### config.mk
export PLATFORM = sky130hd
export DESIGN_NAME = cencc_top
export DESIGN_NICKNAME = d
export VERILOG_FILES = /design/src/hw/cencc_top.v /design/src/hw/cencc_sync.v /design/src/hw/cencc_flags.v
export VERILOG_INCLUDE_DIRS = /design/src /design/src/hw
export SDC_FILE = /design/constraint.sdc
export NUM_CORES = 1
export LEC_CHECK = 0
export ABC_CLOCK_PERIOD_IN_PS = 4500
export BUFFER_PORTS_ARGS = -buffer_cell sky130_fd_sc_hd__buf_2
export CAP_MARGIN = 25
export CORE_ASPECT_RATIO = 1.4
export CORE_MARGIN = 2
export CORE_UTILIZATION = 40
export CTS_CLUSTER_DIAMETER = 40
export DETAILED_ROUTE_END_ITERATION = 7
export GPL_ROUTABILITY_DRIVEN = 0
export GPL_TIMING_DRIVEN = 0
export PLACE_DENSITY = 0.55
export SYNTH_ARGS = -nofsm -noshare
export SYNTH_HDL_FRONTEND = slang
export SYNTH_HIERARCHICAL = 1
export SYNTH_SLANG_ARGS = --single-unit
### constraint.sdc
create_clock -name clock -period 4.5 [get_ports clock]
set_input_delay 0.45 -clock clock [delete_from_list [all_inputs] [get_ports clock]]
set_output_delay 0.45 -clock clock [all_outputs]
set_load 0.05 [all_outputs]
### src/hw/cencc_defs.vh
// cencc_defs.vh - register map, field positions and reset values of the
// charger event, thermistor and backup-cell control block.
// assumes: included by bare name from the top-level design file and the bench files.
`ifndef CENCC_DEFS_VH
`define CENCC_DEFS_VH

// ---------------------------------------------------------------------------
// register offsets on the serial register port (9-bit address)
// ---------------------------------------------------------------------------
`define CENCC_AW              9
`define CENCC_DW              8
`define CENCC_ADDR_EVT_FLAGS  9'h0_D0
`define CENCC_ADDR_EVT_MASK   9'h0_D1
`define CENCC_ADDR_LIVE_STAT  9'h0_D2
`define CENCC_ADDR_CHG_STATE  9'h0_D3
`define CENCC_ADDR_CHG_CTRL   9'h0_D4
`define CENCC_ADDR_DISCHARGE  9'h0_DC
`define CENCC_ADDR_BACKUP     9'h1_D1

// ---------------------------------------------------------------------------
// reset values
// ---------------------------------------------------------------------------
`define CENCC_RST_ZERO8       8'h00
`define CENCC_RST_CHG_CTRL    8'hA1
`define CENCC_RST_DISCHARGE   8'h04
`define CENCC_RST_BACKUP      8'h13
`define CENCC_RST_STATE4      4'h0

// ---------------------------------------------------------------------------
// event / mask / status bit positions
// ---------------------------------------------------------------------------
`define CENCC_EVT_RSVD        0
`define CENCC_EVT_BATT_OVP    1
`define CENCC_EVT_TEMP        2
`define CENCC_EVT_DONE        3
`define CENCC_EVT_INPUT_DET   4
`define CENCC_EVT_BATT_DET    5
`define CENCC_EVT_ILIM        6
`define CENCC_EVT_INPUT_OVP   7
// bit 0 is reserved: it never sets and can never be masked
`define CENCC_EVT_LIVE_MASK   8'hFE

// ---------------------------------------------------------------------------
// control fields
// ---------------------------------------------------------------------------
`define CENCC_CTRL_STATE_RPT  3
`define CENCC_DIS_THERM_EN    2
`define CENCC_DIS_WMASK       8'h04
`define CENCC_BK_ENABLE       1
`define CENCC_BK_VSEL_LO      2
`define CENCC_BK_VSEL_HI      4
`define CENCC_BK_WMASK        8'h7F

// ---------------------------------------------------------------------------
// synchronised comparator input vector positions
// ---------------------------------------------------------------------------
`define CENCC_NSYNC           11
`define CENCC_IN_CHARGING     0
`define CENCC_IN_TOO_COLD     1
`define CENCC_IN_TOO_HOT      2
`define CENCC_IN_BATT_OVP     3
`define CENCC_IN_ABOVE_FLOAT  4
`define CENCC_IN_BELOW_EOC    5
`define CENCC_IN_INPUT_OK     6
`define CENCC_IN_ABOVE_TRKL   7
`define CENCC_IN_ILIM         8
`define CENCC_IN_INPUT_OVP    9
`define CENCC_IN_PWR_UV       10

`endif

### src/hw/cencc_top.v
// cencc_top.v - charger event reporting, thermistor monitor control and
// coin-cell backup charger control, with its register file.
// assumes: the serial register port decoder delivers one-cycle read and
// write strobes with address and data; analog comparators arrive
// asynchronously; the charger state code comes from logic on this clock.
`timescale 1ns/10ps
`default_nettype none
`include "cencc_defs.vh"

module cencc_top (
  input  wire                   clock,               // 250 MHz system clock
  input  wire                   rst_n,               // sync reset, active low
  input  wire                   ce,                  // clock enable
  // register port
  input  wire [`CENCC_AW-1:0]   reg_addr,            // register address
  input  wire [`CENCC_DW-1:0]   reg_wdata,           // write data
  input  wire                   reg_wr,              // write strobe
  input  wire                   reg_rd,              // read strobe
  output reg  [`CENCC_DW-1:0]   reg_rdata,           // read data, next cycle
  output reg                    reg_rvalid,          // read data valid pulse
  // charger logic, same clock
  input  wire [3:0]             charger_state_code,  // live charger state
  // analog comparators, asynchronous
  input  wire                   charging_active,     // charge in progress
  input  wire                   temp_too_cold,       // below window low edge
  input  wire                   temp_too_hot,        // above window high edge
  input  wire                   batt_overvolt_cmp,   // vbat over ovp limit
  input  wire                   vbat_above_float,    // vbat over float level
  input  wire                   ichg_below_eoc,      // current under eoc
  input  wire                   input_present_cmp,   // valid charger input
  input  wire                   vbat_above_trickle,  // vbat over trickle
  input  wire                   input_ilim_cmp,      // input current limit
  input  wire                   input_overvolt_cmp,  // input overvoltage
  input  wire                   pwr_node_uv_cmp,     // power node undervolt
  input  wire                   backup_cell_low_cmp, // backup cell < 2.0 V
  // outputs
  output reg                    thermistor_bias_out, // bias switch on
  output reg                    thermistor_cmp_on,   // window comparators on
  output reg                    thermistor_win_chg,  // 1 = charge window
  output reg                    charge_temp_stop,    // stop charging request
  output reg                    backup_charge_on,    // backup charger runs
  output reg  [2:0]             backup_vsel,         // backup charger voltage
  output reg                    backup_disconnect,   // isolate backup cell
  output reg                    irq                  // interrupt to host
);

  // ---------------------------------------------------------------------------
  // input synchronisation
  // ---------------------------------------------------------------------------
  wire [`CENCC_NSYNC-1:0] raw_in;   // asynchronous comparator vector
  wire [`CENCC_NSYNC-1:0] sync_in;  // synchronised comparator vector
  wire                    cell_low; // synchronised backup cell low

  assign raw_in[`CENCC_IN_CHARGING]    = charging_active;
  assign raw_in[`CENCC_IN_TOO_COLD]    = temp_too_cold;
  assign raw_in[`CENCC_IN_TOO_HOT]     = temp_too_hot;
  assign raw_in[`CENCC_IN_BATT_OVP]    = batt_overvolt_cmp;
  assign raw_in[`CENCC_IN_ABOVE_FLOAT] = vbat_above_float;
  assign raw_in[`CENCC_IN_BELOW_EOC]   = ichg_below_eoc;
  assign raw_in[`CENCC_IN_INPUT_OK]    = input_present_cmp;
  assign raw_in[`CENCC_IN_ABOVE_TRKL]  = vbat_above_trickle;
  assign raw_in[`CENCC_IN_ILIM]        = input_ilim_cmp;
  assign raw_in[`CENCC_IN_INPUT_OVP]   = input_overvolt_cmp;
  assign raw_in[`CENCC_IN_PWR_UV]      = pwr_node_uv_cmp;

  // all comparators share one bank; the backup cell gets its own flop pair
  cencc_sync #(
    .WIDTH (`CENCC_NSYNC)
  ) u_sync (
    .clock (clock),
    .rst_n (rst_n),
    .ce    (ce),
    .d_in  (raw_in),
    .q_out (sync_in)
  );

  cencc_sync #(
    .WIDTH (1)
  ) u_sync_cell (
    .clock (clock),
    .rst_n (rst_n),
    .ce    (ce),
    .d_in  (backup_cell_low_cmp),
    .q_out (cell_low)
  );

  // ---------------------------------------------------------------------------
  // register file storage
  // ---------------------------------------------------------------------------
  reg [`CENCC_DW-1:0] charger_event_mask_r; // event mask, 1 masks
  reg [`CENCC_DW-1:0] charger_ctrl_r;       // charger control byte
  reg [`CENCC_DW-1:0] discharge_control_r;  // discharge control byte
  reg [`CENCC_DW-1:0] backup_ctrl_r;        // backup cell control byte
  reg [`CENCC_DW-1:0] live_prev_r;          // last cycle live levels
  reg [3:0]           state_prev_r;         // last cycle state code

  wire wr_flags = reg_wr & (reg_addr == `CENCC_ADDR_EVT_FLAGS);
  wire wr_mask  = reg_wr & (reg_addr == `CENCC_ADDR_EVT_MASK);
  wire wr_ctrl  = reg_wr & (reg_addr == `CENCC_ADDR_CHG_CTRL);
  wire wr_dis   = reg_wr & (reg_addr == `CENCC_ADDR_DISCHARGE);
  wire wr_bk    = reg_wr & (reg_addr == `CENCC_ADDR_BACKUP);

  wire state_report_select = charger_ctrl_r[`CENCC_CTRL_STATE_RPT];
  wire thermistor_enable   = discharge_control_r[`CENCC_DIS_THERM_EN];
  wire backup_cell_charge_enable = backup_ctrl_r[`CENCC_BK_ENABLE];
  wire [2:0] backup_cell_voltage_sel =
    backup_ctrl_r[`CENCC_BK_VSEL_HI:`CENCC_BK_VSEL_LO];

  // writes to control registers; status and state are read only
  always @(posedge clock) begin
    if (!rst_n) begin
      charger_event_mask_r <= `CENCC_RST_ZERO8;
      charger_ctrl_r       <= `CENCC_RST_CHG_CTRL;
      discharge_control_r  <= `CENCC_RST_DISCHARGE;
      backup_ctrl_r        <= `CENCC_RST_BACKUP;
    end else if (ce) begin
      if (wr_mask) begin
        // reserved bit 0 stays zero
        charger_event_mask_r <= reg_wdata & `CENCC_EVT_LIVE_MASK;
      end
      if (wr_ctrl) begin
        charger_ctrl_r <= reg_wdata;
      end
      if (wr_dis) begin
        discharge_control_r <= reg_wdata & `CENCC_DIS_WMASK;
      end
      if (wr_bk) begin
        backup_ctrl_r <= reg_wdata & `CENCC_BK_WMASK;
      end
    end
  end

  // ---------------------------------------------------------------------------
  // thermistor monitor
  // ---------------------------------------------------------------------------
  wire charging = sync_in[`CENCC_IN_CHARGING];
  // charging forces the circuit on; the enable bit only counts in discharge
  wire therm_on = charging | thermistor_enable;
  // comparators are only trusted while powered; an unpowered divider
  // would otherwise look like a permanent fault
  wire temp_fault = therm_on &
                    (sync_in[`CENCC_IN_TOO_COLD] |
                     sync_in[`CENCC_IN_TOO_HOT]);

  // ---------------------------------------------------------------------------
  // live condition levels, one bit per event position
  // ---------------------------------------------------------------------------
  wire       done_cond = sync_in[`CENCC_IN_ABOVE_FLOAT] &
                         sync_in[`CENCC_IN_BELOW_EOC];
  wire       state_chg = (charger_state_code != state_prev_r);
  wire [7:0] flags;                                            // latched
  wire [7:0] live;                                             // levels

  assign live[`CENCC_EVT_RSVD]      = 1'b0;
  assign live[`CENCC_EVT_BATT_OVP]  = sync_in[`CENCC_IN_BATT_OVP];
  assign live[`CENCC_EVT_TEMP]      = temp_fault;
  // with state reporting, the done level follows the pending flag
  assign live[`CENCC_EVT_DONE]      = state_report_select ?
                                      flags[`CENCC_EVT_DONE] :
                                      done_cond;
  assign live[`CENCC_EVT_INPUT_DET] = sync_in[`CENCC_IN_INPUT_OK];
  assign live[`CENCC_EVT_BATT_DET]  = sync_in[`CENCC_IN_ABOVE_TRKL];
  assign live[`CENCC_EVT_ILIM]      = sync_in[`CENCC_IN_ILIM];
  assign live[`CENCC_EVT_INPUT_OVP] = sync_in[`CENCC_IN_INPUT_OVP];

  // ---------------------------------------------------------------------------
  // event detection: rising edges, or both edges for the detect bits, or any state code change for done with state reporting
  // ---------------------------------------------------------------------------
  wire [7:0] rise = live & ~live_prev_r;  // level just rose
  wire [7:0] edg  = live ^ live_prev_r;   // level just changed
  wire [7:0] set_vec;                     // flag set pulses

  assign set_vec[`CENCC_EVT_RSVD]      = 1'b0;
  assign set_vec[`CENCC_EVT_BATT_OVP]  = rise[`CENCC_EVT_BATT_OVP];
  assign set_vec[`CENCC_EVT_TEMP]      = rise[`CENCC_EVT_TEMP];
  assign set_vec[`CENCC_EVT_DONE]      = state_report_select ?
                                         state_chg :
                                         (done_cond &
                                          ~live_prev_r[`CENCC_EVT_DONE]);
  assign set_vec[`CENCC_EVT_INPUT_DET] = edg[`CENCC_EVT_INPUT_DET];
  assign set_vec[`CENCC_EVT_BATT_DET]  = edg[`CENCC_EVT_BATT_DET];
  assign set_vec[`CENCC_EVT_ILIM]      = rise[`CENCC_EVT_ILIM];
  assign set_vec[`CENCC_EVT_INPUT_OVP] = rise[`CENCC_EVT_INPUT_OVP];

  // history of live levels and state code for edge detection
  always @(posedge clock) begin
    if (!rst_n) begin
      live_prev_r  <= `CENCC_RST_ZERO8;
      state_prev_r <= `CENCC_RST_STATE4;
    end else if (ce) begin
      // done history always tracks the raw completion condition
      live_prev_r  <= {live[7:4], done_cond, live[2:0]};
      state_prev_r <= charger_state_code;
    end
  end

  // ---------------------------------------------------------------------------
  // sticky flags, cleared by writing ones to the flag register
  // ---------------------------------------------------------------------------
  wire [7:0] clr_vec = wr_flags ? reg_wdata : `CENCC_RST_ZERO8;

  cencc_flags #(
    .WIDTH (8)
  ) u_flags (
    .clock (clock),
    .rst_n (rst_n),
    .ce    (ce),
    .set   (set_vec),
    .clr   (clr_vec),
    .flags (flags)
  );

  // ---------------------------------------------------------------------------
  // read mux
  // ---------------------------------------------------------------------------
  reg [`CENCC_DW-1:0] rd_mux;  // selected read value
  always @* begin
    case (reg_addr)
      `CENCC_ADDR_EVT_FLAGS: rd_mux = flags;
      `CENCC_ADDR_EVT_MASK:  rd_mux = charger_event_mask_r;
      `CENCC_ADDR_LIVE_STAT: rd_mux = live;
      `CENCC_ADDR_CHG_STATE: rd_mux = {4'h0, charger_state_code};
      `CENCC_ADDR_CHG_CTRL:  rd_mux = charger_ctrl_r;
      `CENCC_ADDR_DISCHARGE: rd_mux = discharge_control_r;
      `CENCC_ADDR_BACKUP:    rd_mux = backup_ctrl_r;
      // unmapped addresses read as zero
      default:               rd_mux = `CENCC_RST_ZERO8;
    endcase
  end

  // read data registered one cycle after the strobe
  always @(posedge clock) begin
    if (!rst_n) begin
      reg_rdata  <= `CENCC_RST_ZERO8;
      reg_rvalid <= 1'b0;
    end else if (ce) begin
      reg_rvalid <= reg_rd;
      if (reg_rd) begin
        reg_rdata <= rd_mux;
      end
    end
  end

  // ---------------------------------------------------------------------------
  // registered outputs
  // ---------------------------------------------------------------------------
  // every output leaves from a flop, one cycle after its cause
  always @(posedge clock) begin
    if (!rst_n) begin
      thermistor_bias_out <= 1'b0;
      thermistor_cmp_on   <= 1'b0;
      thermistor_win_chg  <= 1'b0;
      charge_temp_stop    <= 1'b0;
      backup_charge_on    <= 1'b0;
      backup_vsel         <= 3'h0;
      backup_disconnect   <= 1'b0;
      irq                 <= 1'b0;
    end else if (ce) begin
      // bias switch and comparators always move together
      thermistor_bias_out <= therm_on;
      thermistor_cmp_on   <= therm_on;
      // window choice: charge 0..45, discharge -10..60
      thermistor_win_chg  <= charging;
      // only a charging fault stops the charger
      charge_temp_stop    <= charging & temp_fault;
      // backup charger halts below the power node falling threshold
      backup_charge_on    <= backup_cell_charge_enable &
                             ~sync_in[`CENCC_IN_PWR_UV];
      backup_vsel         <= backup_cell_voltage_sel;
      // a low cell is cut off; the backup charger and backup_vsel carry on unchanged
      backup_disconnect   <= cell_low;
      irq                 <= |(flags & ~charger_event_mask_r);
    end
  end

endmodule

`default_nettype wire

### src/hw/cencc_sync.v
// cencc_sync.v - two-flop synchroniser bank for asynchronous comparator
// levels.
// assumes: one clock, synchronous active-low reset, clock enable.
`timescale 1ns/10ps
`default_nettype none

module cencc_sync #(
  parameter WIDTH = 1
) (
  input  wire             clock,  // system clock
  input  wire             rst_n,  // synchronous reset, active low
  input  wire             ce,     // clock enable, freezes state when low
  input  wire [WIDTH-1:0] d_in,   // asynchronous levels
  output wire [WIDTH-1:0] q_out   // synchronised levels
);

  // ---------------------------------------------------------------------------
  // per-bit two stage chain
  // ---------------------------------------------------------------------------
  genvar gi;
  generate
    for (gi = 0; gi < WIDTH; gi = gi + 1) begin : g_bit
      reg meta_r;  // first stage, read only by second stage
      reg sync_r;  // second stage, safe to use
      always @(posedge clock) begin
        if (!rst_n) begin
          meta_r <= 1'b0;
          sync_r <= 1'b0;
        end else if (ce) begin
          meta_r <= d_in[gi];
          sync_r <= meta_r;
        end
      end
      assign q_out[gi] = sync_r;
    end
  endgenerate

endmodule

`default_nettype wire

### src/hw/cencc_flags.v
// cencc_flags.v - sticky event flag bank, write-one-to-clear.
// assumes: set and clear vectors are single-cycle terms on the same clock.
`timescale 1ns/10ps
`default_nettype none

module cencc_flags #(
  parameter WIDTH = 8
) (
  input  wire             clock,  // system clock
  input  wire             rst_n,  // synchronous reset, active low
  input  wire             ce,     // clock enable
  input  wire [WIDTH-1:0] set,    // event pulses
  input  wire [WIDTH-1:0] clr,    // clear pulses from the host
  output wire [WIDTH-1:0] flags   // latched flags
);

  // ---------------------------------------------------------------------------
  // one latch per event bit
  // ---------------------------------------------------------------------------
  genvar gi;
  generate
    for (gi = 0; gi < WIDTH; gi = gi + 1) begin : g_flag
      reg flag_r;  // latched event
      // set wins over a clear in the same cycle so no event is lost
      always @(posedge clock) begin
        if (!rst_n) begin
          flag_r <= 1'b0;
        end else if (ce) begin
          flag_r <= set[gi] | (flag_r & ~clr[gi]);
        end
      end
      assign flags[gi] = flag_r;
    end
  endgenerate

endmodule

`default_nettype wire

Word-level counts from Yosys, hierarchy flattened:

Cells that the tools add are included.
W data, S select, Z words.

* eq/ne operators: 8
* reduce and logical (&&, ||, !) cells: 6
* bitwise operators: 42
* mux-type cells: 4

Operators with widths (number)
* $pmux W8 S7: 1
* $eq A9 B8 Y1 const B: 6
* $and A1 B1 Y1: 18
* $and A8 B8 Y8: 2
* $not A8 Y8: 2
* $not A1 Y1: 10
* $reduce_and A2 Y1: 5
* $eq A9 B9 Y1 const B: 1
* $or A1 B1 Y1: 9
* $mux W8: 1
* $reduce_or A8 Y1: 1
* $xor A6 B6 Y6: 1
* $ne A4 B4 Y1: 1
* $mux W1: 2

* output and inout port bits: 19
* word-level logic and storage cells: 107
* register bits: 84
* bits of input ports: 38

Logic depth before layout (Yosys ltp):

Gate-level depths: netlist of the first run.

* depth in word-level cells: 6
* gate-level depth with buffers: 6
* mapped depth without buffers: 5

By module:

Netlist of the first run, hierarchy kept.

Modules (own cells, without submodules)
* cencc_top: cells an instance 278, area each 2665.1 um^2, times used 1
* cencc_sync (u_sync): cells an instance 82, area each 939.7 um^2, times used 1
* cencc_flags: cells an instance 42, area each 400.4 um^2, times used 1
* cencc_sync (u_sync_cell): cells an instance 6, area each 72.6 um^2, times used 1

Worst setup path after synthesis of the first run:

Ideal clock, no wire load.

* kind: input -> register
* start point: input port reg_addr[5]
* end point: register u_flags.g_flag[2].flag_r
* setup slack: 2.773 ns
* buffers on the path: 1
* data required time: 4.384 ns
* stages: 6
* data arrival time: 1.611 ns
* path through: and4b_1 > clkbuf_1 > and4b_1 > and2_1 > nand2_1 > a31o_2

* cells in the longest elaborated chain, start to end: 6

RTL lines
* start: declaration: line cencc_top.v:15 `` input wire [`CENCC_AW-1:0] reg_addr, ``
* $eq A9 B8 Y1
* $and A1 B1 Y1: line cencc_top.v:97 `` wire wr_flags = reg_wr & (reg_addr == `CENCC_ADDR_EVT_FLAGS); ``
* $mux W8 (no line)
* net clr_vec[2]: line cencc_top.v:200 `` wire [7:0] clr_vec = wr_flags ? reg_wdata : `CENCC_RST_ZERO8; ``
* $not A1 Y1: line cencc_flags.v:29 `flag_r <= set[gi] | (flag_r & ~clr[gi]);`
* $and A1 B1 Y1: line cencc_flags.v:29
* $or A1 B1 Y1: line cencc_flags.v:29
* end signal: assignment: line cencc_flags.v:29
* end: declaration: line cencc_flags.v:23 `reg flag_r;`

The timed path passes the listed nets, and every way through them passes these cells.
A chain may end at the register's enable or synchronous reset.

==> flow_metrics.env, run 1 <==
export IMPL_grt_usage_pct=18.1
export IMPL_slowest_stage="a21boi_0"
export IMPL_cts_htree_levels=3
export IMPL_grt_max_degree=15
export IMPL_cap_viol_max_count=0
export IMPL_multiInputGateArea_um2=2030
export IMPL_setup_viol=0
export IMPL_start_util_pct=41.2
export IMPL_die_y_um=123
export IMPL_core_um2=9900
export IMPL_vias_per_cell=4.83
export IMPL_postCtsSetupRepairBufs=0
export IMPL_worst_pin_slew_ps=974
export IMPL_cp_slowest_stage_delay_ps=840
export IMPL_wl_um=9400
export IMPL_drv_slew=0
export IMPL_port_buffers=54
export IMPL_insertion_delay_ps=340
export IMPL_worst_hold_path_type="in2reg"
export IMPL_synth_area_um2=4080
export IMPL_cp_max_fo=14
export IMPL_die_area_um2=11000
export IMPL_setup_tns_ps=0
export IMPL_postSynthCellCount=408
export IMPL_rsz0062_at_grt="no"
export IMPL_worst_slack_ps=2490
export IMPL_crit_buf_inv=2
export IMPL_cts_resized=0
export IMPL_synth_main_ff_cell="dfxtp_1"
export IMPL_finalClockSkew_ps=4.88
export IMPL_drc=0
export IMPL_pre_cts_ws_ps=2090
export IMPL_via_count=2954
export IMPL_ys_ff_latch=84
export IMPL_final_seq_area_um2=1680
export IMPL_wl_per_cell_um=15.4
export IMPL_wl_met2_um=4340
export IMPL_dr_wl_met3_um=384
export IMPL_drt_pass1_iter_count=4
export IMPL_pin_count=57
export IMPL_cp_start_kind="input pin"
export IMPL_cpLargestDelayFamily="compound AO/OA/AOI/OAI gates"
export IMPL_grt_pass1_wl_um=14800
export IMPL_finalCritPeriodShare_pct=44.6
export IMPL_syn_num_nets=446
export IMPL_ys_seq_area_share_pct=41.2
export IMPL_hold_viol_final=0
export IMPL_outcome="finished clean"
export IMPL_grt_overflow_total=0
export IMPL_first_iter_violations=134
export IMPL_fin_nets=511
export IMPL_tritoncts_num_buffers=9
export IMPL_rows=43
export IMPL_final_layout_size_suffix_gt1_share_pct=26.2
export IMPL_utilization_pct=48.5
export IMPL_synth_cell_types=49
export IMPL_dp_hpwl_um=6980
export IMPL_min_period_ps=2010
export IMPL_path_cells="buf_2 > clkbuf_1 > a21boi_0 > nand2_1 > o41ai_2"
export IMPL_fin_hold_ws_ps=364
export IMPL_clk_pin_slew_worst_paths_ps=60
export IMPL_postCtsHoldBufs=0
export IMPL_cts_sinks=84
export IMPL_cts_root_buffer="clkbuf_16"
export IMPL_cts_tree="built"
export IMPL_crit_path_end_kind="register"
export IMPL_synth_edff_count=0
export IMPL_grt_pass1_vias=2788
export IMPL_ant_nets=0
export IMPL_power_density_nw_per_um2=346
export IMPL_final_cells=612
export IMPL_cp_required_ps=4740
export IMPL_antenna_found_initial=0
export IMPL_ir_drop_uv=212
export IMPL_crit_type="in2reg"
export IMPL_slew_headroom_pct=34.5
export IMPL_fp_dieW_um=89.3
export IMPL_areaGrowthSynthToFinish_pct=17.8
export IMPL_yosys_warnings=6
export IMPL_cts_buffer_depth=2
export IMPL_fmaxAchievable_ghz=0.498
export IMPL_syn_avg_cell_area_um2=9.99
export IMPL_num_fill_cells=1002
export IMPL_async_flop_share_pct=0
export IMPL_arrival_ps=2250
export IMPL_p_leak_nw=2.16
export IMPL_met1_length_um=4420
export IMPL_diodes=0
export IMPL_top_layer="met4"
export IMPL_placedCellCount=597
==> flip-flops by register name, indices dropped and copies added, names as in the netlist, 3 cells and up <==
signal                 flops
u_flags/g_flag.flag_r      8
charger_ctrl_r             8
backup_ctrl_r              7
u_sync/g_bit.sync_r       11
u_sync/g_bit.meta_r       11
state_prev_r               4
charger_event_mask_r       7
live_prev_r                7
reg_rdata                  8
backup_vsel                3
==> worst paths after layout <==
path	startpoint	to	slack (ps)	cells after the start
max reg2reg	state_prev_r[2]$_SDFFE_PN0P_	u_flags/g_flag[3].flag_r$_SDFFE_PN0P_	2950	5
min	reg_wdata[0]	charger_ctrl_r[0]$_SDFFE_PN1P_	360	3
max	rst_n	reg_rdata[7]$_SDFFE_PN0P_	2490	5
min reg2reg	reg_rdata[0]$_SDFFE_PN0P_	reg_rdata[0]$_SDFFE_PN0P_	440	2
==> Yosys cell counts, types with 3 or more instances <==
cell,count,area share [%]
and4b_1,3,0.74
buf_6,5,1.4
a21oi_1,7,0.86
buf_4,21,3.9
o21ai_1,7,0.86
o21ai_0,3,0.37
mux2i_1,77,19
a21boi_0,3,0.55
dfxtp_1,84,41
inv_1,8,0.74
nor2b_1,59,9.1
a31o_2,6,1.3
nand2b_1,3,0.46
buf_2,10,1.2
xor2_1,6,1.3
clkbuf_1,8,0.74
and2_1,10,1.5
o22ai_1,10,1.5
nand2_1,27,2.5
and3_2,6,1.1
nor2_1,4,0.37
and3_1,3,0.46
==> cell usage in the layout, fill, tap and decap left out, types with 3 or more instances in the layout <==
cell type | synthesis | layout
and4b_1 | 3 | 3
and2_1 | 10 | 10
buf_6 | 5 | 5
and3_2 | 6 | 6
nor2_1 | 4 | 4
o21ai_0 | 3 | 3
nor2b_1 | 59 | 59
o21ai_1 | 7 | 7
a21oi_1 | 7 | 7
inv_1 | 8 | 8
clkbuf_1 | 8 | 11
o22ai_1 | 10 | 10
xor2_1 | 6 | 6
a21boi_0 | 3 | 3
buf_4 | 21 | 21
nand2b_1 | 3 | 3
clkbuf_16 | 0 | 9
mux2i_1 | 77 | 77
nand2_1 | 27 | 27
buf_2 | 10 | 64
dfxtp_1 | 84 | 84
and3_1 | 3 | 3
a31o_2 | 6 | 6
==> final cells by class <==
type	count	area share [%]
Multi-Input combinational cell	270	42.3
Buffer	46	6.96
Clock inverter	2	0.730
Tap cell	135	3.52
Timing Repair Buffer	54	5.63
Sequential cell	84	35.0
Clock buffer	13	5.21
Inverter	8	0.625
==> cells by family after synthesis <==
logic type             count (synthesis)  share of synthesized area [%]
XOR/XNOR                               6                           1.29
other                                  1                         0.0920
buffers and inverters                 54                           8.93
flip-flops                            84                           41.2
multiplexers                          78                           19.2
AND/OR/NAND/NOR                      135                           20.7
AO/OA/AOI/OAI                         50                           8.53
==> stage by stage <==
step           power [mW]  area (um2)
4_1_cts              1.68        4800
3_5_place_dp        0.958        4520
2_1_floorplan       0.904        4080
6_report             1.66        4800
3_3_place_gp        0.955        4520
5_1_grt              1.73        4800
==> report_power, final <==
part	internal (mW)	switching (mW)
combinational	0.0757	0.0915
sequential	0.763	0.0104
clock	0.442	0.280
total	1.28	0.382
==> worst min-delay path: stages <==
cell	delay, ps
buf_2	100
mux2i_1	60
nand2_1	60
==> per-layer routing <==
metal	global-route usage [%]	vias up
met3	3.87	12
met2	28.3	64
li1	-	1532
met1	23.8	1346
met5	0	-
met4	8.02	0
(Power assumes the default switching activity.)
==> inputs of run 2 (changes only) <==
--- a/config.mk
+++ b/config.mk
@@ -6,7 +6,7 @@
 export SDC_FILE = /design/constraint.sdc
 export NUM_CORES = 1
 export LEC_CHECK = 0
-export ABC_CLOCK_PERIOD_IN_PS = 4500
+export ABC_CLOCK_PERIOD_IN_PS = 1650
 export BUFFER_PORTS_ARGS = -buffer_cell sky130_fd_sc_hd__buf_2
 export CAP_MARGIN = 25
 export CORE_ASPECT_RATIO = 1.4
@@ -16,7 +16,7 @@
 export DETAILED_ROUTE_END_ITERATION = 7
 export GPL_ROUTABILITY_DRIVEN = 0
 export GPL_TIMING_DRIVEN = 0
-export PLACE_DENSITY = 0.55
+export PLACE_DENSITY = 0.57
 export SYNTH_ARGS = -nofsm -noshare
 export SYNTH_HDL_FRONTEND = slang
 export SYNTH_HIERARCHICAL = 1
==> constraint.sdc (replaced) <==
create_clock -name clock -period 1.65 [get_ports clock]
set_input_delay 0.165 -clock clock [delete_from_list [all_inputs] [get_ports clock]]
set_output_delay 0.165 -clock clock [all_outputs]
set_load 0.05 [all_outputs]
==> run 2 against run 1 <==
Total power grew to 2.9 times the previous value. Global-route usage is essentially flat. Non-clock buffer count stayed put. Combinational power increased to 2.7 times the previous value. Wire length fell by 1.4%. Clock-buffer cell count is the same. Utilization is 0.48 points higher. Clock power increased to 3.0 times the previous value. Via count down 0.54%. Sequential power rose to 2.7 times the previous value.
==> flow_metrics.env, run 2 (synthesis gave the netlist of run 1 again) <==
export IMPL_setup_viol=0
export IMPL_drv_slew=0
export IMPL_start_util_pct=41.2
export IMPL_die_area_um2=11000
export IMPL_cts_tree="built"
export IMPL_rsz0062_at_grt="no"
export IMPL_diodes=0
export IMPL_ir_drop_uv=519
export IMPL_final_seq_area_um2=1680
export IMPL_fin_hold_ws_ps=76.2
export IMPL_grt_max_degree=15
export IMPL_cp_start_kind="register"
export IMPL_drt_pass1_iter_count=4
export IMPL_antenna_found_initial=0
export IMPL_tritoncts_num_buffers=9
export IMPL_wl_per_cell_um=15.1
export IMPL_multiInputGateArea_um2=2040
export IMPL_cp_max_fo=2
export IMPL_first_iter_violations=162
export IMPL_ant_nets=0
export IMPL_drc=0
export IMPL_worst_hold_path_type="in2reg"
export IMPL_fmaxAchievable_ghz=0.628
export IMPL_setup_tns_ps=0
export IMPL_dp_hpwl_um=6930
export IMPL_outcome="finished clean"
export IMPL_fp_dieW_um=89.3
export IMPL_p_leak_nw=2.19
export IMPL_pin_count=57
export IMPL_cts_htree_levels=3
export IMPL_grt_overflow_total=0
export IMPL_grt_usage_pct=18.1
export IMPL_finalCritPeriodShare_pct=96.5
export IMPL_grt_pass1_wl_um=14700
export IMPL_crit_type="reg2reg"
export IMPL_port_buffers=54
export IMPL_final_cells=613
export IMPL_worst_pin_slew_ps=586
export IMPL_postCtsSetupRepairBufs=0
export IMPL_cts_root_buffer="clkbuf_16"
export IMPL_slew_headroom_pct=60.9
export IMPL_final_layout_size_suffix_gt1_share_pct=26.8
export IMPL_insertion_delay_ps=330
export IMPL_final_area_um2=4850
export IMPL_cp_required_ps=1880
export IMPL_areaGrowthSynthToFinish_pct=18.9
export IMPL_wl_um=9270
export IMPL_cts_buffer_depth=2
export IMPL_crit_path_end_kind="register"
export IMPL_via_count=2938
export IMPL_core_um2=9900
export IMPL_min_period_ps=1590
export IMPL_vias_per_cell=4.79
export IMPL_power_density_nw_per_um2=979
export IMPL_cap_viol_max_count=0
export IMPL_top_regs="u_sync/g_bit.meta_r x11, u_sync/g_bit.sync_r x11"
export IMPL_utilization_pct=49.0
export IMPL_arrival_ps=1820
export IMPL_cts_sinks=84
export IMPL_finalClockSkew_ps=4.43
export IMPL_clk_pin_slew_worst_paths_ps=60
export IMPL_die_y_um=123
export IMPL_rows=43
export IMPL_fin_nets=511
export IMPL_placedCellCount=597
export IMPL_grt_pass1_vias=2852
export IMPL_final_common_cell="dfxtp_1"
export IMPL_layout_common_cells="dfxtp_1 (84), mux2i_1 (77), buf_2 (64)"
export IMPL_num_fill_cells=1003
export IMPL_hold_viol_final=0
export IMPL_place_area_um2=4520
## run 2: changes by cell type in the layout (fill, tap and decap cells not counted), sizes merged
cell    before  now
bufinv       1    2
## run 2: repair_timing
action | in CTS | in global routing
gates resized for setup | 1 | 1
endpoints found under the setup margin | 8 | 1
pin swaps | 0 | 0
hold buffers | 0 | 0
## run 2: cell type report
| cell class | instances | share of cell area (%) |
|---|---|---|
| Buffer | 46 | 6.89 |
| Clock buffer | 13 | 5.37 |
| Clock inverter | 3 | 1.42 |
| Inverter | 8 | 0.619 |
| Multi-Input combinational cell | 270 | 42.0 |
| Sequential cell | 84 | 34.7 |
| Tap cell | 135 | 3.48 |
| Timing Repair Buffer | 54 | 5.57 |
## run 2: worst paths after layout
kind,cells after the start,start,end,slack (ps)
min,3,reg_wdata[0],backup_ctrl_r[0]$_SDFFE_PN1P_,80
max reg2reg,5,state_prev_r[2]$_SDFFE_PN0P_,u_flags/g_flag[3].flag_r$_SDFFE_PN0P_,60
min reg2reg,2,reg_rdata[0]$_SDFFE_PN0P_,reg_rdata[0]$_SDFFE_PN0P_,440
max,5,state_prev_r[2]$_SDFFE_PN0P_,u_flags/g_flag[3].flag_r$_SDFFE_PN0P_,60
## run 2: layer usage
metal | track usage (%) | vias to the layer above | part of all wire (%)
met5 | 0 | - | 0
met2 | 29.8 | 70 | 49
met1 | 22.7 | 1327 | 46
met3 | 4.01 | 11 | 4.0
met4 | 7.65 | 0 | 1.7
li1 | - | 1530 | -
## run 2: worst max-delay path, cell delays in order, from the launching register on
cell	delay, ps
dfxtp_1	320
xor2_1	160
o41ai_1	450
o31ai_1	130
and3_2	220
a31o_2	200
## run 2: where the power goes
part | switching [mW] | internal, mW | total (mW)
registers | 0.0287 | 2.08 | 2.11
clock network | 0.770 | 1.41 | 2.18
logic | 0.249 | 0.207 | 0.456
## run 2: metrics by stage
step / total power [mW] / setup slack, ps
after global routing: 4.97 / 12.5
final: 4.75 / 58.1
after detailed placement: 2.61 / -493
after CTS: 4.82 / 70.1
after floorplan: 2.47 / 208
after global placement: 2.61 / -454
==> inputs of run 3 (changes only) <==
--- a/config.mk
+++ b/config.mk
@@ -6,6 +6,7 @@
 export SDC_FILE = /design/constraint.sdc
 export NUM_CORES = 1
 export LEC_CHECK = 0
+export ABC_AREA = 1
 export ABC_CLOCK_PERIOD_IN_PS = 1650
 export BUFFER_PORTS_ARGS = -buffer_cell sky130_fd_sc_hd__buf_2
 export CAP_MARGIN = 25
==> run 3 against run 2 <==
Clock skew grew 1.8 ps. Sequential power grew 2%. Via count grew 26%. Total power grew 4.0%. Design area shrank 1.4%. Highest routed layer unchanged.
==> flow_metrics.env, run 3 <==
export IMPL_outcome="finished clean"
export IMPL_postCtsHoldBufs=0
export IMPL_rows=43
export IMPL_met3_usage_pct=4.10
export IMPL_cts_sinks=84
export IMPL_final_common_cell="nand2_1"
export IMPL_syn_avg_cell_area_um2=6.95
export IMPL_crit_type="reg2reg"
export IMPL_setup_viol=0
export IMPL_finalClockSkew_ps=6.22
export IMPL_cts_buffer_depth=2
export IMPL_cts_htree_levels=3
export IMPL_synth_most_common_cell="nand2_1"
export IMPL_grt_pass1_vias=3553
export IMPL_synth_largest_area_cell="dfxtp_1"
export IMPL_drv_slew=0
export IMPL_drt_pass1_iter_count=5
export IMPL_pin_count=57
export IMPL_port_buffers=56
export IMPL_synthTopCellsByCount="nand2_1 (124), nor2_1 (91), dfxtp_1 (84)"
export IMPL_diodes=0
export IMPL_first_iter_violations=193
export IMPL_yosys_warnings=6
export IMPL_core_um2=9850
export IMPL_wl_per_cell_um=13.2
export IMPL_dp_hpwl_um=7870
export IMPL_worst_hold_path_type="in2reg"
export IMPL_cts_resized=0
export IMPL_synth_edff_count=0
export IMPL_met1_usage_pct=23.9
export IMPL_power_density_nw_per_um2=1030
export IMPL_arrival_ps=1640
export IMPL_utilization_pct=48.6
export IMPL_clk_pin_slew_worst_paths_ps=60
export IMPL_cp_required_ps=1920
export IMPL_syn_num_nets=613
export IMPL_postCtsSetupRepairBufs=0
export IMPL_hold_viol_final=0
export IMPL_cp_start_kind="register"
export IMPL_die_area_um2=10800
export IMPL_drc=0
export IMPL_top_regs="u_sync/g_bit.meta_r x11, u_sync/g_bit.sync_r x11"
export IMPL_grt_overflow_total=0
export IMPL_met2_usage_pct=33.7
export IMPL_cts_root_buffer="clkbuf_16"
export IMPL_ys_ff_latch=84
export IMPL_netlist_area_leader_share_pct=42.1
export IMPL_via_count=3694
export IMPL_pre_cts_ws_ps=-43.0
export IMPL_fmaxAchievable_ghz=0.731
export IMPL_ys_seq_area_share_pct=42.1
export IMPL_worst_slack_ps=281
export IMPL_postSynthCellCount=575
export IMPL_fp_dieW_um=88.5
export IMPL_finalCritPeriodShare_pct=82.9
export IMPL_wl_um=10300
export IMPL_crit_path_end_kind="register"
export IMPL_ir_drop_uv=562
export IMPL_fin_nets=680
export IMPL_grt_most_used_layer="met2"
export IMPL_cp_max_fo=3
export IMPL_synth_area_um2=4000
export IMPL_tritoncts_num_buffers=9
export IMPL_grt_pass1_wl_um=16900
export IMPL_layout_common_cells="nand2_1 (124), nor2_1 (91), dfxtp_1 (84)"
export IMPL_cap_viol_max_count=0
export IMPL_grt_max_degree=14
export IMPL_worst_pin_slew_ps=575
export IMPL_async_flop_share_pct=0
export IMPL_ant_nets=0
export IMPL_synth_main_ff_cell="dfxtp_1"
export IMPL_synthTopCellsByArea="dfxtp_1 (42%), nand2_1 (12%), nor2_1 (8.5%), inv_1 (6.3%), a21oi_1 (5.8%)"
export IMPL_rsz0062_at_grt="no"
export IMPL_antenna_found_initial=0
export IMPL_insertion_delay_ps=340
export IMPL_slew_headroom_pct=61.6
export IMPL_vias_per_cell=4.72
export IMPL_grt_usage_pct=20.6
export IMPL_final_layout_size_suffix_gt1_share_pct=19.5
export IMPL_p_leak_nw=2.28
export IMPL_areaGrowthSynthToFinish_pct=19.7
export IMPL_start_util_pct=40.6
export IMPL_synth_cell_types=29
export IMPL_min_period_ps=1370
export IMPL_die_y_um=122
export IMPL_cts_tree="built"
## run 3: cell count changes after synthesis, sizes merged, moves of 8 or more
cell,before,now
mux2i,77,0
a31o,8,0
nand3,2,39
a21oi,7,46
nor2,4,99
nor2b,59,0
nand2,27,130
o22ai,10,0
and2,11,0
inv,8,68
and3,9,0
o21ai,11,40
## run 3: worst paths after layout
kind,from,endpoint,slack (ps),depth (start not counted)
worst max-delay path,discharge_control_r[2]$_SDFFE_PN1P_,reg_rdata[2]$_SDFFE_PN0P_,280,8
worst min register to register,charger_ctrl_r[6]$_SDFFE_PN0P_,charger_ctrl_r[6]$_SDFFE_PN0P_,460,2
worst min-delay path,temp_too_hot,u_sync/g_bit[2].meta_r$_SDFFE_PN0P_,110,5
worst max register to register,discharge_control_r[2]$_SDFFE_PN1P_,reg_rdata[2]$_SDFFE_PN0P_,280,8
## run 3: critical path, stage by stage (launching register included)
cell,delay (ps)
dfxtp_1,410
inv_1,100
a21oi_1,300
nand3_1,130
nand2_1,100
nor2_1,40
nand2_1,60
nand2_1,60
a21oi_1,120
## run 3: kinds of logic after synthesis
family          synth area share [%]
buf+inv                         14.5
flops                           42.1
compound gates                  12.7
other cells                   0.0938
simple gates                    29.3
xor+xnor                        1.31
## run 3: per-stage QoR
step	setup TNS (ps)	hold WS (ps)	power, mW	instances	cell area [um2]
final	0	109	4.94	782	4780
after global routing	0	121	5.13	782	4780
after CTS	0	100	4.99	782	4780
after detailed placement	-97.3	445	2.73	766	4450
after global placement	-21.6	442	2.72	766	4450
after floorplan	0	285	2.57	575	4000
## run 3: routing by layer
metal	up-vias	share of wire, %	wire length [um]
li1	1923	-	-
met1	1614	41	4270
met2	119	48	5020
met3	38	4.9	507
met4	0	5.4	560
met5	-	0	0
## run 3: area by class of cell
class | count | area (um2)
Sequential cell | 84 | 1680
Clock buffer | 12 | 267
Timing Repair Buffer | 56 | 280
Clock inverter | 4 | 70.1
Buffer | 44 | 323
Inverter | 68 | 255
Tap cell | 135 | 169
Fill cell | 1032 | 5060
Multi-Input combinational cell | 379 | 1740
## run 3: power breakdown
group,switching [mW],leakage (nW),internal (mW)
logic,0.334,1.42,0.199
registers,0.0404,0.688,2.11
clock network,0.809,0.169,1.44
total,1.18,2.28,3.76
